**config.mk**
```make
export PLATFORM = sky130hd
export DESIGN_NAME = converter_voltage_code_regs
export DESIGN_NICKNAME = d
export VERILOG_FILES = /design/src/include/conv_vcode_pkg.sv /design/src/rtl/converter_voltage_code_regs.sv
export SDC_FILE = /design/constraint.sdc
export NUM_CORES = 1
export LEC_CHECK = 0
export BUFFER_PORTS_ARGS = -buffer_cell sky130_fd_sc_hd__buf_4
export CAP_MARGIN = 5
export CORE_ASPECT_RATIO = 2
export CORE_MARGIN = 2
export CORE_UTILIZATION = 45
export DETAILED_ROUTE_END_ITERATION = 12
export GPL_TIMING_DRIVEN = 1
export PLACE_DENSITY_LB_ADDON = 0.25
export SLEW_MARGIN = 15
export SYNTH_ARGS = -nofsm -noshare
export SYNTH_HDL_FRONTEND = slang
export SYNTH_SLANG_ARGS = --single-unit
```
**constraint.sdc**
```tcl
create_clock -name mclk -period 1.9 [get_ports mclk]
set_input_delay 0 -clock mclk [delete_from_list [all_inputs] [get_ports mclk]]
set_output_delay 0 -clock mclk [all_outputs]
set_load 0.005 [all_outputs]
```
**src/include/conv_vcode_pkg.sv**
```systemverilog
// Package for the converter five and six voltage code register bank.
package conv_vcode_pkg;

    // ========================================================================
    // Register offsets
    localparam logic [7:0] CONV5_NORMAL_OFS = 8'h96;
    localparam logic [7:0] CONV5_SLEEP_OFS  = 8'h97;
    localparam logic [7:0] CONV6_NORMAL_OFS = 8'h98;
    localparam logic [7:0] CONV6_SLEEP_OFS  = 8'h99;

    // ========================================================================
    // Field layout
    localparam int CODE_MSB  = 7;
    localparam int CODE_LSB  = 1;
    localparam int DECAY_BIT = 0;
    localparam int RSVD_BIT  = 0;

    localparam logic [7:0] UNMAPPED_READ = 8'h00;

    // ========================================================================
    // Factory reset values, one entry per device variant (0 to 3)
    localparam logic [7:0] CONV5_NORMAL_RST [4] = '{8'h70, 8'hE8, 8'h40, 8'hE8};
    localparam logic [7:0] CONV5_SLEEP_RST  [4] = '{8'h70, 8'hE8, 8'h40, 8'hE8};
    localparam logic [7:0] CONV6_NORMAL_RST [4] = '{8'hBE, 8'hDC, 8'h70, 8'h58};
    localparam logic [7:0] CONV6_SLEEP_RST  [4] = '{8'hBE, 8'h8C, 8'h70, 8'h4C};

    // ========================================================================
    // Carriers
    typedef struct packed {
        logic       wrEn;
        logic       rdEn;
        logic [7:0] addr;
        logic [7:0] wrData;
    } reg_req_t;

    typedef struct packed {
        logic [6:0] target;
        logic       slewDown;
        logic       passiveDecay;
    } rail_ctrl_t;

endpackage : conv_vcode_pkg

```
**src/rtl/converter_voltage_code_regs.sv**
```systemverilog
// Voltage code registers for converter five and converter six.
// Notes on behaviour
// - Converter five normal code, R/W bits 7:1 at 96h, drives its normal target.
// - Converter five sleep code, R/W bits 7:1 at 97h, drives its sleep target.
// - Converter six normal code, R/W bits 7:1 at 98h, drives its normal target.
// - Converter six sleep code, R/W bits 7:1 at 99h, drives its sleep target.
// - Normal bit 0 low: a lowered code makes the converter actively slew down.
// - Normal bit 0 high: a lowered code lets the output decay passively.
// - All four registers reset to factory values chosen per device variant.
`timescale 1ns/100ps
`default_nettype none

module converter_voltage_code_regs #(
    parameter int unsigned VARIANT = 0
) (
    input  wire logic                       mclk,
    input  wire logic                       rst,
    input  wire conv_vcode_pkg::reg_req_t   regReq,
    input  wire logic                       conv5SleepMode,
    input  wire logic                       conv6SleepMode,
    output logic [7:0]                      rdData,
    output logic                            rdValid,
    output conv_vcode_pkg::rail_ctrl_t      converterFive,
    output conv_vcode_pkg::rail_ctrl_t      converterSix
);

    // ========================================================================
    // Reset images
    // The variant picks one byte per register. Every field is cut from it
    // here, so that the write, read and rail logic share one definition
    // of what the block comes out of reset with.
    localparam logic [7:0] C5N_RST = conv_vcode_pkg::CONV5_NORMAL_RST[VARIANT];
    localparam logic [7:0] C5S_RST = conv_vcode_pkg::CONV5_SLEEP_RST[VARIANT];
    localparam logic [7:0] C6N_RST = conv_vcode_pkg::CONV6_NORMAL_RST[VARIANT];
    localparam logic [7:0] C6S_RST = conv_vcode_pkg::CONV6_SLEEP_RST[VARIANT];

    localparam int CMSB = conv_vcode_pkg::CODE_MSB;
    localparam int CLSB = conv_vcode_pkg::CODE_LSB;
    localparam int DBIT = conv_vcode_pkg::DECAY_BIT;
    localparam int RBIT = conv_vcode_pkg::RSVD_BIT;

    localparam logic [6:0] C5N_RST_CODE  = C5N_RST[CMSB:CLSB];
    localparam logic [6:0] C5S_RST_CODE  = C5S_RST[CMSB:CLSB];
    localparam logic [6:0] C6N_RST_CODE  = C6N_RST[CMSB:CLSB];
    localparam logic [6:0] C6S_RST_CODE  = C6S_RST[CMSB:CLSB];
    localparam logic       C5N_RST_DECAY = C5N_RST[DBIT];
    localparam logic       C6N_RST_DECAY = C6N_RST[DBIT];
    localparam logic       C5S_RST_RSVD  = C5S_RST[RBIT];
    localparam logic       C6S_RST_RSVD  = C6S_RST[RBIT];

    // ========================================================================
    // Storage
    // Normal registers keep all eight bits, decay choice included. Sleep
    // registers keep only the code, because their reserved bit has no
    // storage behind it and always shows its reset value.
    logic [7:0] conv5Normal_r;
    logic [6:0] conv5SleepCode_r;
    logic [7:0] conv6Normal_r;
    logic [6:0] conv6SleepCode_r;

    // ========================================================================
    // Helper functions
    // Returns the code that the rail should regulate to in its present mode.
    function automatic logic [6:0] pickTarget(
        input logic       sleepMode,
        input logic [7:0] normalReg,
        input logic [6:0] sleepCode
    );
        pickTarget = sleepMode ? sleepCode
                               : normalReg[conv_vcode_pkg::CODE_MSB:
                                           conv_vcode_pkg::CODE_LSB];
    endfunction : pickTarget

    // Produces the next control state of one rail from its new target.
    // A drop in target raises slewDown only when active slewing is chosen;
    // a rise, or a switch to passive decay, lowers it. An unchanged target
    // keeps the previous choice so the converter finishes its transition.
    function automatic conv_vcode_pkg::rail_ctrl_t nextRail(
        input conv_vcode_pkg::rail_ctrl_t cur,
        input logic [6:0]                 tgt,
        input logic                       decaySel
    );
        conv_vcode_pkg::rail_ctrl_t n;
        n = cur;
        n.target = tgt;
        n.passiveDecay = decaySel;
        if (tgt < cur.target) begin
            n.slewDown = ~decaySel;
        end else if (tgt > cur.target || decaySel) begin
            n.slewDown = 1'h0;
        end
        nextRail = n;
    endfunction : nextRail

    // True when the request on this cycle writes the register at ofs.
    // Only an exact offset match lands; every other offset, mapped or
    // not, leaves the register untouched.
    function automatic logic hitWrite(
        input conv_vcode_pkg::reg_req_t req,
        input logic [7:0]               ofs
    );
        hitWrite = req.wrEn && (req.addr == ofs);
    endfunction : hitWrite

    // Assembles the byte that a sleep register reads back: the stored
    // code above the reserved bit. Keeping this in one place stops the
    // two sleep registers from drifting apart in layout.
    function automatic logic [7:0] sleepImage(
        input logic [6:0] code,
        input logic       rsvd
    );
        sleepImage = {code, rsvd};
    endfunction : sleepImage

    // ========================================================================
    // Register writes
    // A write lands on the edge that takes it, so a read taken on the
    // following edge already returns the new byte.
    always_ff @(posedge mclk or posedge rst) begin
        if (rst) begin
            conv5Normal_r <= C5N_RST;
        end else if (hitWrite(regReq, conv_vcode_pkg::CONV5_NORMAL_OFS)) begin
            conv5Normal_r <= regReq.wrData;
        end
    end

    // Bit 0 of the write data is dropped: the reserved bit cannot be set.
    always_ff @(posedge mclk or posedge rst) begin
        if (rst) begin
            conv5SleepCode_r <= C5S_RST_CODE;
        end else if (hitWrite(regReq, conv_vcode_pkg::CONV5_SLEEP_OFS)) begin
            conv5SleepCode_r <= regReq.wrData[CMSB:CLSB];
        end
    end

    always_ff @(posedge mclk or posedge rst) begin
        if (rst) begin
            conv6Normal_r <= C6N_RST;
        end else if (hitWrite(regReq, conv_vcode_pkg::CONV6_NORMAL_OFS)) begin
            conv6Normal_r <= regReq.wrData;
        end
    end

    // Bit 0 of the write data is dropped: the reserved bit cannot be set.
    always_ff @(posedge mclk or posedge rst) begin
        if (rst) begin
            conv6SleepCode_r <= C6S_RST_CODE;
        end else if (hitWrite(regReq, conv_vcode_pkg::CONV6_SLEEP_OFS)) begin
            conv6SleepCode_r <= regReq.wrData[CMSB:CLSB];
        end
    end

    // ========================================================================
    // Register reads
    // rdValid marks the cycle after each read strobe and nothing else.
    always_ff @(posedge mclk or posedge rst) begin
        if (rst) begin
            rdValid <= 1'h0;
        end else begin
            rdValid <= regReq.rdEn;
        end
    end

    // rdData samples the storage before a write on the same edge lands, so
    // a read and a write taken together return the old byte. It then holds
    // until the next read strobe.
    always_ff @(posedge mclk or posedge rst) begin
        if (rst) begin
            rdData <= conv_vcode_pkg::UNMAPPED_READ;
        end else if (regReq.rdEn) begin
            case (regReq.addr)
                conv_vcode_pkg::CONV5_NORMAL_OFS: begin
                    rdData <= conv5Normal_r;
                end
                conv_vcode_pkg::CONV5_SLEEP_OFS: begin
                    rdData <= sleepImage(conv5SleepCode_r, C5S_RST_RSVD);
                end
                conv_vcode_pkg::CONV6_NORMAL_OFS: begin
                    rdData <= conv6Normal_r;
                end
                conv_vcode_pkg::CONV6_SLEEP_OFS: begin
                    rdData <= sleepImage(conv6SleepCode_r, C6S_RST_RSVD);
                end
                // Unmapped offsets read as zero; nothing signals the miss.
                default: begin
                    rdData <= conv_vcode_pkg::UNMAPPED_READ;
                end
            endcase
        end
    end

    // ========================================================================
    // Rail control
    // The target follows its register or mode input one cycle later, and
    // slewDown is a held level rather than a pulse.
    always_ff @(posedge mclk or posedge rst) begin
        if (rst) begin
            converterFive <= '{target:       C5N_RST_CODE,
                               slewDown:     1'h0,
                               passiveDecay: C5N_RST_DECAY};
        end else begin
            converterFive <= nextRail(converterFive,
                pickTarget(conv5SleepMode, conv5Normal_r, conv5SleepCode_r),
                conv5Normal_r[DBIT]);
        end
    end

    always_ff @(posedge mclk or posedge rst) begin
        if (rst) begin
            converterSix <= '{target:       C6N_RST_CODE,
                              slewDown:     1'h0,
                              passiveDecay: C6N_RST_DECAY};
        end else begin
            converterSix <= nextRail(converterSix,
                pickTarget(conv6SleepMode, conv6Normal_r, conv6SleepCode_r),
                conv6Normal_r[DBIT]);
        end
    end

endmodule : converter_voltage_code_regs
`default_nettype wire

```
Word-level counts from Yosys, hierarchy flattened
Cells that the tools add are included.
Storage, ports and cells
  register bits after elaboration: 57
  input bits: 22
  output and inout port bits: 27
  word-level logic and storage cells: 37
Operators by class
  magnitude comparators: 4
  equal/unequal tests: 4
  mux-type cells: 7
  bitwise logic cells: 2
  reductions and logical operators: 8
Operators with widths (number)
  equality test 8 bit, second input constant: 4
  case mux 8 bit (4 select lines): 1
  greater-than comparator 7 bit: 2
  < comparator 7 bit: 2
  2-to-1 mux 7 bit: 2
  logical AND 1 bit: 4
  2-to-1 mux 1 bit: 4
  nonzero test 2 bit: 2
  logical OR 1 bit: 2
  inverter 1 bit: 2

Logic depth before layout (Yosys ltp)
Gate-level depths: netlist of the first run.
  word-level depth: 5
  gate-level depth with buffers: 6
  mapped depth without buffers: 5

Worst setup path after synthesis of the first run
Ideal clock, no wire load.
  kind: input to register
  from: in regReq[9] in the netlist's numbering
  to: reg conv6Normal_r[0]
  setup time: 125 ps
  arrival: 1433 ps
  required time: 1775 ps
  path slack: 342 ps
  stages: 5
  path buffers: 2
  cell sequence: or3b_1 > buf_6 > or4_4 > buf_6 > mux2_4
On the way
  word-level cells in the longest chain between the ends: 2
RTL lines
  start: declaration: line converter_voltage_code_regs.sv:18  | input wire conv_vcode_pkg::reg_req_t regReq,
  equality test 8 bit: line converter_voltage_code_regs.sv:102  | hitWrite = req.wrEn && (req.addr == ofs);
  logical AND 1 bit: line converter_voltage_code_regs.sv:102
  end signal: assignment: line converter_voltage_code_regs.sv:140  | conv6Normal_r <= regReq.wrData;
  end: declaration: line converter_voltage_code_regs.sv:58  | logic [7:0] conv6Normal_r;
No other way between the ends.
A chain may end at the register's enable or synchronous reset.

Worst setup path in the final report of the first run
  from: reg conv6SleepCode_r[5]
  to: reg converterSix[1] in the netlist's numbering
On the way
  word-level cells in the longest chain between the ends: 4
  elaborated cells on any way between the ends: 6
  those cells by class: 2 x order compare; 2 x mux; 2 x reduce/logical
RTL lines
  start: declaration: line converter_voltage_code_regs.sv:59  | logic [6:0] conv6SleepCode_r;
  start signal: assignment: line converter_voltage_code_regs.sv:149  | conv6SleepCode_r <= regReq.wrData[CMSB:CLSB];
  2-to-1 mux 7 bit (*): line converter_voltage_code_regs.sv:69  | pickTarget = sleepMode ? sleepCode
  greater-than comparator 7 bit: line converter_voltage_code_regs.sv:89  | end else if (tgt > cur.target || decaySel) begin
  logical OR 1 bit: line converter_voltage_code_regs.sv:89
  nonzero test 2 bit (no line)
  end signal: assignment: line converter_voltage_code_regs.sv:210  | converterSix <= '{target: C6N_RST_CODE,
  end signal: assignment: line converter_voltage_code_regs.sv:214  | converterSix <= nextRail(converterSix,
  end: declaration: line converter_voltage_code_regs.sv:24  | output conv_vcode_pkg::rail_ctrl_t converterSix
Mark *: on every way between the ends. The rest lies on a longest branch, timed or not.

==> metrics.txt, run 1 <==
outcome=finished, final reports clean; final hold violation count=0; syn_area_per_cell=approximately 13 um2; GRT Resource Usage Total=around 19%; minimum clock period=1.61 ns; clk buf depth=2; Setup violations, final=0; Buffers on Ports=48; final WL=about 5.8 mm; CP Buf/Inv Count=0; mapped cell area=about 2800 um2; I/O Pins=49; Pins Over Slew Limit=0; post-synthesis register bit count=57; number of global-route vias before repair=between 2,000 and 2,500; pwr dens=870 nW/um2; Post-CTS Resized=0; root buf cell=clkbuf_16; row cnt=40; layout cells sized above 1=about half; RSZ-0062 raised after global routing=false; sequential share of the synthesized area=52.3%; antenna cells=0; Antenna Violating Nets Remaining=0; core outline area=around 6000 um2; CTS clk-pin slew, worst paths=0.05 ns; worst reg2reg path depth=5; family with the most delay on the worst path=simple AND/OR/NAND/NOR gates; # fillers=520; fin area=around 3600 um2; largest net degree at the start of global routing=32; routed len/inst=16.8 um; Clk Latency, worst-skew pair=approximately 0.33 ns; first-pass GRT wire length=9.60 mm; slew margin rel.=between 60 and 70%; Setup TNS=0 ns; gpl congestion=0.748; initial drt markers=9; Remaining DRCs=0; instance count of the mapped netlist=210; Max VDD drop=between 0.5 and 0.6 mV; clock sink count=57; Nets=between 300 and 400; Final Skew=0.00419 ns; PnR Total Power=between 3000 and 4000 uW; Pleak=around 0.0017 uW; Slew @ Worst Pin=0.584 ns; Crit. path cell count=5; hold path cells=3; CP max stage delay=slightly below 0.4 ns; CP Cell Sequence=mux2_2 > ha_1 > nand4_1 > or3_1 > o21ai_0; total die area=between 6000 and 7000 um2; WS Path Type=reg -> reg; Syn-to-layout area delta=29.2%; Max Freq=0.621 GHz; CP Data Required Time=roughly 2.2 ns; Die H=around 120 um; worst min path class=in -> reg; Post-DP HPWL=between 4 and 5 mm; max-cap violation count=0; GRT overflow=0; detail-routed via count per cell=5.35; Setup WS post-layout=between 0.2 and 0.3 ns; Yosys Warn Count=0; crit path capture type=flip-flop; crit share post-route=roughly 85%; TritonCTS clock tree=yes; WP data arrival=between 1.5 and 2 ns; Worst path slowest cell=dfrtp_1; total CTS buffers=9; Post-DP Area=~3200 um2; htree depth=3; Die W=59.7 um; DR vias=roughly 1,900; CP startpoint kind=flip-flop; Post-Syn Nets=between 200 and 250; number of antenna violations at the first check in global routing=0; worst slack, placed=about 0.21 ns; synth unique cells=29; drt pass-1 iters=4; crit-path max FO=3; starting density of the core=46.5%
-- layer usage --
metal	up-vias	track usage, %	routed length (um)
met5	-	0	0
met4	0	12.0	176
met3	12	5.51	178
met2	38	32.5	3280
met1	906	20.9	2180
li1	894	-	-
-- cell families (layout without fill, tap and decap cells) --
logic type	after synthesis	count (layout)	share of synthesized area [%]
buffers and inverters	32	105	4.89
AND/OR/NAND/NOR	21	21	6.05
AO/OA/AOI/OAI	28	28	6.68
adder cells (fa/ha/maj)	14	14	6.28
multiplexers	58	58	23.8
flip-flops	57	57	52.3
-- state kept, by name (all words and copies together) (netlist names) --
name and count:
converterSix 9, rdData 8, conv6SleepCode_r 7, conv5Normal_r 8
rdValid 1, conv6Normal_r 8, converterFive 9, conv5SleepCode_r 7
-- repair_timing --
item,4_1_cts,5_1_grt
hold endpoints to repair,55,0
hold buffers,10,0
buffers inserted,0,0
-- layout make-up --
class / count / area [um2] / share of cell area (%)
flip-flops and latches: 57 / 1460 / 40.5
multi-input cells: 121 / 1190 / 33.1
repair buffers: 65 / 526 / 14.6
clock buffers: 12 / 236 / 6.56
inverters: 24 / 90.1 / 2.50
well taps: 63 / 78.8 / 2.19
clock inverters: 4 / 20.0 / 0.555
-- stage by stage --
step | hold WS (ns) | utilization, % | cells
2_1_floorplan | 0.0314 | - | 210
3_3_place_gp | 0.0939 | 54.1 | 320
3_5_place_dp | 0.110 | 54.1 | 320
4_1_cts | 0.0267 | 60.0 | 346
5_1_grt | 0.0368 | 60.0 | 346
6_report | 0.0309 | 60.0 | 346
-- synth_stat cells (all sizes together) --
library cell | count | area share (%)
mux2 | 42 | 18
dfrtp | 30 | 27
dfstp | 27 | 25
inv | 24 | 3.2
mux2i | 16 | 5.7
ha | 14 | 6.3
o22ai | 8 | 1.8
o22a | 7 | 2.2
o21ai | 6 | 1.1
a21oi | 4 | 0.72
buf | 4 | 1.1
clkbuf | 4 | 0.54
nand3b | 4 | 1.1
nand4 | 4 | 0.90
nor2 | 3 | 0.40
a211oi | 2 | 0.54
nor4b | 2 | 1.4
or3 | 2 | 0.45
or4 | 2 | 0.67
a41o | 1 | 0.36
and3b | 1 | 0.31
nand4b | 1 | 0.31
nor2b | 1 | 0.22
or3b | 1 | 0.31
-- cell usage in the layout (no fill, tap or decap), types with 2 or more instances in the layout --
cell type      netlist  final
buf_4                0     54
mux2_2              34     34
dfrtp_1             30     30
dfstp_2             27     27
inv_1               24     23
mux2i_1             16     16
ha_1                14     14
dlygate4sd3_1        0     10
clkbuf_16            0      9
mux2_4               8      8
o22ai_1              8      8
o22a_1               7      7
o21ai_0              6      6
nand3b_1             4      4
a21oi_1              4      4
nand4_1              4      4
clkinv_2             0      4
nor2_1               3      3
clkbuf_1             4      3
a211oi_1             2      2
or3_1                2      2
-- power breakdown --
part           total (uW)  switching (uW)  leakage, uW  internal, uW
Sequential           1360            47.1     0.000688          1310
Clock                1380             514     0.000130           869
Combinational         396             177     0.000901           219
-- tightest hold or removal path: cells and delay by family --
kind,cells,cell delay (ns)
buf+inv,2,0.21
mux,1,0.11
-- worst paths after layout --
kind,start,slack [ns],to
worst max-delay path,conv6SleepCode_r[5]$_DFFE_PP0P_,0.29,converterSix[1]$_DFFE_PP0P_
worst min-delay path,conv5SleepMode,0.03,converterFive[2]$_DFF_PP0_
worst max register to register,conv6SleepCode_r[5]$_DFFE_PP0P_,0.29,converterSix[1]$_DFFE_PP0P_
worst min register to register,conv6Normal_r[0]$_DFFE_PP0P_,0.46,converterSix[0]$_DFF_PP0_
max in group asynchronous,rst,0.96,conv6SleepCode_r[4]$_DFFE_PP1P_
min in group asynchronous,rst,0.31,conv5SleepCode_r[1]$_DFFE_PP0P_
Note: power is estimated with default switching activity, not from simulation.
==> run 2: changes to the inputs <==
--- a/config.mk
+++ b/config.mk
@@ -5,6 +5,7 @@
 export SDC_FILE = /design/constraint.sdc
 export NUM_CORES = 1
 export LEC_CHECK = 0
+export ABC_AREA = 1
 export BUFFER_PORTS_ARGS = -buffer_cell sky130_fd_sc_hd__buf_4
 export CAP_MARGIN = 5
 export CORE_ASPECT_RATIO = 2
==> constraint.sdc (replaced) <==
create_clock -name mclk -period 1.5 [get_ports mclk]
set_input_delay 0 -clock mclk [delete_from_list [all_inputs] [get_ports mclk]]
set_output_delay 0 -clock mclk [all_outputs]
set_load 0.005 [all_outputs]
==> run 2 against run 1 <==
Net effect: the flow now finishes with violations (setup timing); via count up 39%; critical path type unchanged; first-iteration DRC count rose to 6.8 times the previous value; die area up 5.8%; clock-buffer cell count unchanged; synthesized area up 6.1%; sequential power up 26%; hold slack worse by 0.0055 ns; clock power up 37%; cell count up 49%.
==> metrics.txt, run 2 <==
Post-DP HPWL=around 5.2 mm; worst min path class=in -> reg; clock sink count=57; CTS clk-pin slew, worst paths=around 0.050 ns; family with the most delay on the worst path=flip-flops; clk buf depth=2; CP Buf/Inv Count=1; commonest non-fill, non-tap cell in the layout=nand2_1; detail-routed via count per cell=around 5.0; synth unique cells=23; htree depth=3; number of synthesized flops with an enable pin=0; async set or reset register ratio after synthesis=100%; Buffers on Ports=48; met3 WL=225 um; commonest cells after routing, fill and taps aside=nand2_1, buf_4, inv_1, nand3_1, dfrtp_1; GRT Resource Usage Total=around 22%; Nets=~460; Met1 Wirelength=roughly 2.6 mm; slew margin rel.=74.4%; root buf cell=clkbuf_16; most common cell in the netlist=nand2_1; Main synth FF type=dfrtp_1; # fillers=600; final WL=7.01 mm; Worst path slowest cell=dfstp_2; top sig layer=met4; Die W=around 60 um; Pleak=roughly 0.0021 uW; post-synth top area share=25.3%; crit path capture type=flip-flop; gpl congestion=just over 0.8; final core utilization=62.8%; largest net degree at the start of global routing=between 40 and 50; Setup violations, final=1; worst slack, placed=-0.142 ns; starting density of the core=46.6%; Reg area=~1500 um2; post-synthesis register bit count=57; total CTS buffers=9; WP data arrival=between 1.5 and 2 ns; Max Freq=around 0.66 GHz; crit-path max FO=2; initial drt markers=61; crit share post-route=102%; failing checks=setup timing; CP Cell Sequence=inv_2 > o21ai_4 > ha_4 > a21oi_2 > o21ai_1 > nand2_1 > nand3_2 > a21oi_2; Antenna Violating Nets Remaining=0; drt pass-1 iters=4; Final Skew=between 0.004 and 0.005 ns; total die area=approximately 7300 um2; row cnt=41; RSZ-0062 raised after global routing=true; I/O Pins=between 40 and 50; sequential share of the synthesized area=49.3%; DR vias=about 2,600; outcome=finished with violations; Max VDD drop=roughly 0.75 mV; instance count of the mapped netlist=roughly 340; syn_area_per_cell=a little under 9 um2; Syn-to-layout area delta=34.9%; Crit path top cell by count=a21oi_2; CP Data Required Time=roughly 1.8 ns; post-synth top area cell=dfrtp_1; number of antenna violations at the first check in global routing=0; Clk Latency, worst-skew pair=0.33 ns; antenna cells=0; top post-synthesis cells by area=dfrtp_1, dfstp_2, nand2_1; TritonCTS clock tree=yes; PnR Total Power=roughly 4200 uW; first-pass GRT wire length=around 12 mm; Fin Hold WS=between 0.02 and 0.03 ns; Yosys Warn Count=0; top flop regs=converterFive x9, converterSix x9; pwr dens=1040 nW/um2; Slew @ Worst Pin=about 0.38 ns; Pins Over Slew Limit=0; Post-Syn Nets=between 300 and 400; CP startpoint kind=flip-flop; layout cells sized above 1=a little under two fifths; Die H=119 um; minimum clock period=between 1.5 and 2 ns; top cells by count, synth=nand2_1, inv_1, nand3_1; final hold violation count=0; number of global-route vias before repair=2,545; max-cap violation count=0; CP max stage delay=0.53 ns; GRT overflow=0; routed length on met2=around 3.7 mm; multi-input logic area=~1300 um2; WS Path Type=reg -> reg; Remaining DRCs=0; mapped cell area=~3000 um2; routed len/inst=about 14 um; core outline area=6360 um2; Setup WS post-layout=-0.0250 ns
## run 2: cell types whose count changed after synthesis, sizes merged, moves of 15 or more
cell	before	now
mux2i	16	0
nand3	0	33
o21ai	6	45
inv	24	42
mux2	42	0
nor2	3	18
nand2	0	109
## run 2: per-layer routing
layer	GRT usage (%)	vias to the layer above
met5	0	-
met4	17.0	0
met3	3.94	29
met2	35.5	58
met1	24.7	1202
li1	-	1274
## run 2: timing repair
item                                    in CTS  in global routing
pin swaps                                    0                  3
gates cloned                                 0                  0
hold buffers                                11                  0
endpoints found under the setup margin       2                  2
setup buffers                                0                  2
gates resized for setup                     14                 14
endpoints found under the hold margin       48                  0
## run 2: worst register-to-register path, cell delays in order, from the launching register on
cell,delay [ns]
dfstp_2,0.53
inv_2,0.05
o21ai_4,0.17
ha_4,0.22
a21oi_2,0.13
o21ai_1,0.09
nand2_1,0.08
nand3_2,0.06
a21oi_2,0.11
## run 2: final timing paths
| path | start | to | slack (ns) | cells past startpoint |
|---|---|---|---|---|
| max | conv6Normal_r[3]$_DFFE_PP1P_ | converterSix[1]$_DFFE_PP0P_ | -0.03 | 8 |
| min | conv5SleepMode | converterFive[4]$_DFF_PP0_ | 0.03 | 2 |
| max reg2reg | conv6Normal_r[3]$_DFFE_PP1P_ | converterSix[1]$_DFFE_PP0P_ | -0.03 | 8 |
| min reg2reg | conv5Normal_r[0]$_DFFE_PP0P_ | converterFive[0]$_DFF_PP0_ | 0.42 | 0 |
| max in group asynchronous | rst | conv6Normal_r[4]$_DFFE_PP1P_ | 0.67 | 4 |
| min in group asynchronous | rst | converterSix[1]$_DFFE_PP0P_ | 0.22 | 3 |
## run 2: power by group
part / switching [uW] / internal (uW)
clock: 664 / 1230
sequential: 53.4 / 1670
combinational: 294 / 267
total: 1010 / 3160
## run 2: cell type report
| cell class | count | share of cell area, % |
|---|---|---|
| Clock inverter | 3 | 0.376 |
| Sequential cell | 57 | 36.5 |
| Tap cell | 86 | 2.69 |
| Multi-Input combinational cell | 234 | 33.4 |
| Timing Repair Buffer | 82 | 16.4 |
| Inverter | 42 | 3.95 |
| Clock buffer | 12 | 6.67 |
## run 2: kinds of logic (layout without fill, tap and decap cells)
| family | after synthesis | count (layout) | synth area share, % |
|---|---|---|---|
| buffers and inverters | 50 | 139 | 7.73 |
| AOI/OAI and AO/OA | 57 | 57 | 10.5 |
| adders and majority gates | 14 | 14 | 5.91 |
| DFF | 57 | 57 | 49.3 |
| and+or+nand+nor | 163 | 163 | 26.5 |
## run 2: stage by stage
step                instances  cell area (um2)  setup TNS (ns)
global placement          488             3530         -0.0872
global route              516             4000          -0.173
CTS                       514             3940         -0.0378
detailed placement        488             3530          -0.212
floorplan                 341             2960               0
finish                    516             4000         -0.0250
==> run 3: changes to the inputs <==
--- a/config.mk
+++ b/config.mk
@@ -12,7 +12,9 @@
 export CORE_MARGIN = 2
 export CORE_UTILIZATION = 45
 export DETAILED_ROUTE_END_ITERATION = 12
+export GPL_ROUTABILITY_DRIVEN = 0
 export GPL_TIMING_DRIVEN = 1
+export HOLD_SLACK_MARGIN = 0.12
 export PLACE_DENSITY_LB_ADDON = 0.25
 export SLEW_MARGIN = 15
 export SYNTH_ARGS = -nofsm -noshare
==> run 3 against run 2 <==
Net effect: the flow still finishes with violations (setup timing); first-iteration DRC count grew 38%; combinational power rose by 3.6%; setup slack worse by 0.0016 ns; utilization increased by 0.90 points; critical path depth is the same; largest cell class unchanged.
==> metrics.txt, run 3 (same netlist as run 2, synthesis figures left out) <==
Clk Latency, worst-skew pair=0.33 ns; slew margin rel.=around three quarters; CP Data Required Time=approximately 1.8 ns; Final Skew=0.00478 ns; final WL=slightly above 7 mm; clock network power share=a little under half; I/O Pins=49; Syn-to-layout area delta=36.8%; clock sink count=57; Die H=between 100 and 150 um; crit path capture type=flip-flop; drt pass-1 iters=4; root buf cell=clkbuf_16; crit share post-route=102%; total die area=7290 um2; total CTS buffers=9; CP startpoint kind=flip-flop; htree depth=3; final core utilization=a little under two thirds; crit-path max FO=2; max-cap violation count=0; WP data arrival=~1.8 ns; P_sw=a little over 1000 uW; top flop regs=converterFive x9, converterSix x9; CTS clk-pin slew, worst paths=around 0.050 ns; Die W=between 60 and 70 um; clk buf depth=2; Pins Over Slew Limit=0; Cell Int Power=around 3200 uW; WS Path Type=reg -> reg; Sw Share=between 20% and 30%; commonest cells after routing, fill and taps aside=nand2_1, buf_4, inv_1, nand3_1, dfrtp_1; starting density of the core=46.6%; minimum clock period=roughly 1.5 ns; largest net degree at the start of global routing=42; first-pass GRT wire length=about 12 mm; core outline area=between 6000 and 7000 um2; failing checks=setup timing; Reg area=roughly 1500 um2; Nets=roughly 470; Max VDD drop=~0.75 mV; Post-DP HPWL=around 5.2 mm; initial drt markers=84; Buffers on Ports=between 40 and 50; GRT overflow=0; Antenna Violating Nets Remaining=0; layout cells sized above 1=a little over a third; number of antenna violations at the first check in global routing=0; HP Start=regReq[13]; number of global-route vias before repair=2,582; antenna cells=0; TritonCTS clock tree=yes; Max Freq=0.655 GHz; Sequential Power Share=about two fifths; GRT Resource Usage Total=22.8%; Remaining DRCs=0; Comb power frac=between 10% and 20%; outcome=finished with violations; multi-input logic area=1330 um2; pwr dens=approximately 1000 nW/um2; DR vias=2,575; row cnt=a little over 40; RSZ-0062 raised after global routing=true; Slew @ Worst Pin=roughly 0.39 ns; Pleak=0.00213 uW; Setup violations, final=1; routed len/inst=approximately 14 um; detail-routed via count per cell=about 4.9; worst slack, placed=-0.142 ns; Setup WS post-layout=-0.0266 ns; commonest non-fill, non-tap cell in the layout=nand2_1; worst min path class=in -> reg; final hold violation count=0; RR Startpoint=conv6Normal_r[3]$_DFFE_PP1P_; # fillers=approximately 600; Crit. Startpoint=conv6Normal_r[3]$_DFFE_PP1P_
==> run 3: cell types whose count changed in the layout (fill, tap and decap cells not counted) <==
cell	change
o21ai_1	+1
inv_1	+1
nand3_2	-1
o21ai_0	-1
dlygate4sd3_1	+7
nand3_1	+1
buf_4	-1
inv_2	-1
==> run 3: power by group through the flow <==
stage	Clock (uW)	Combinational (uW)	Sequential, uW
after floorplan	0	254	1730
after global placement	0	495	1740
after detailed placement	0	503	1740
after CTS	1930	565	1720
after global routing	1980	658	1730
final	1890	581	1720
==> run 3: stage by stage <==
stage               setup TNS (ns)  total power, uW  cell area [um2]  hold WS, ns  std cells
global placement           -0.0872             2230             3530       0.0170        488
global route                -0.170             4370             4050        0.260        522
finish                     -0.0266             4190             4050        0.200        522
detailed placement          -0.212             2240             3530       0.0175        488
CTS                        -0.0378             4210             4010        0.194        521
floorplan                        0             1990             2960       0.0314        341
==> run 3: area by class of cell <==
cell class | instances | area share, %
Clock buffer | 12 | 6.58
Clock inverter | 3 | 0.370
Inverter | 42 | 3.89
Multi-Input combinational cell | 234 | 32.8
Sequential cell | 57 | 36.0
Tap cell | 86 | 2.66
Timing Repair Buffer | 88 | 17.7
==> run 3: critical path: stages, from the launching register on <==
cell and delay (ns):
dfstp_2 0.53, inv_2 0.05, o21ai_4 0.17, ha_4 0.22, a21oi_2 0.13, o21ai_1 0.09
nand2_1 0.07, nand3_1 0.07, a21oi_2 0.12
==> run 3: timing repair <==
| action | CTS | global route |
|---|---|---|
| pin swaps | 0 | 2 |
| setup endpoints to repair | 2 | 3 |
| hold buffers | 18 | 0 |
| gates resized for setup | 14 | 13 |
| setup buffers | 0 | 1 |
| hold endpoints to repair | 97 | 0 |
==> run 3: worst paths after layout <==
check / endpoint / depth (start not counted) / slack, ns
max: converterSix[1]$_DFFE_PP0P_ / 8 / -0.03
min: conv5Normal_r[1]$_DFFE_PP0P_ / 7 / 0.20
max reg2reg: converterSix[1]$_DFFE_PP0P_ / 8 / -0.03
min reg2reg: converterFive[0]$_DFF_PP0_ / 0 / 0.43
max in group asynchronous: converterFive[6]$_DFF_PP1_ / 4 / 0.67
min in group asynchronous: converterSix[1]$_DFFE_PP0P_ / 3 / 0.22
==> run 3: metal layers <==
metal | wire length [um] | GRT usage [%] | share of wire [%]
met1 | 2610 | 25.1 | 36
met2 | 3890 | 36.6 | 54
met3 | 230 | 4.16 | 3.2
met4 | 457 | 16.9 | 6.4
met5 | 0 | 0 | 0
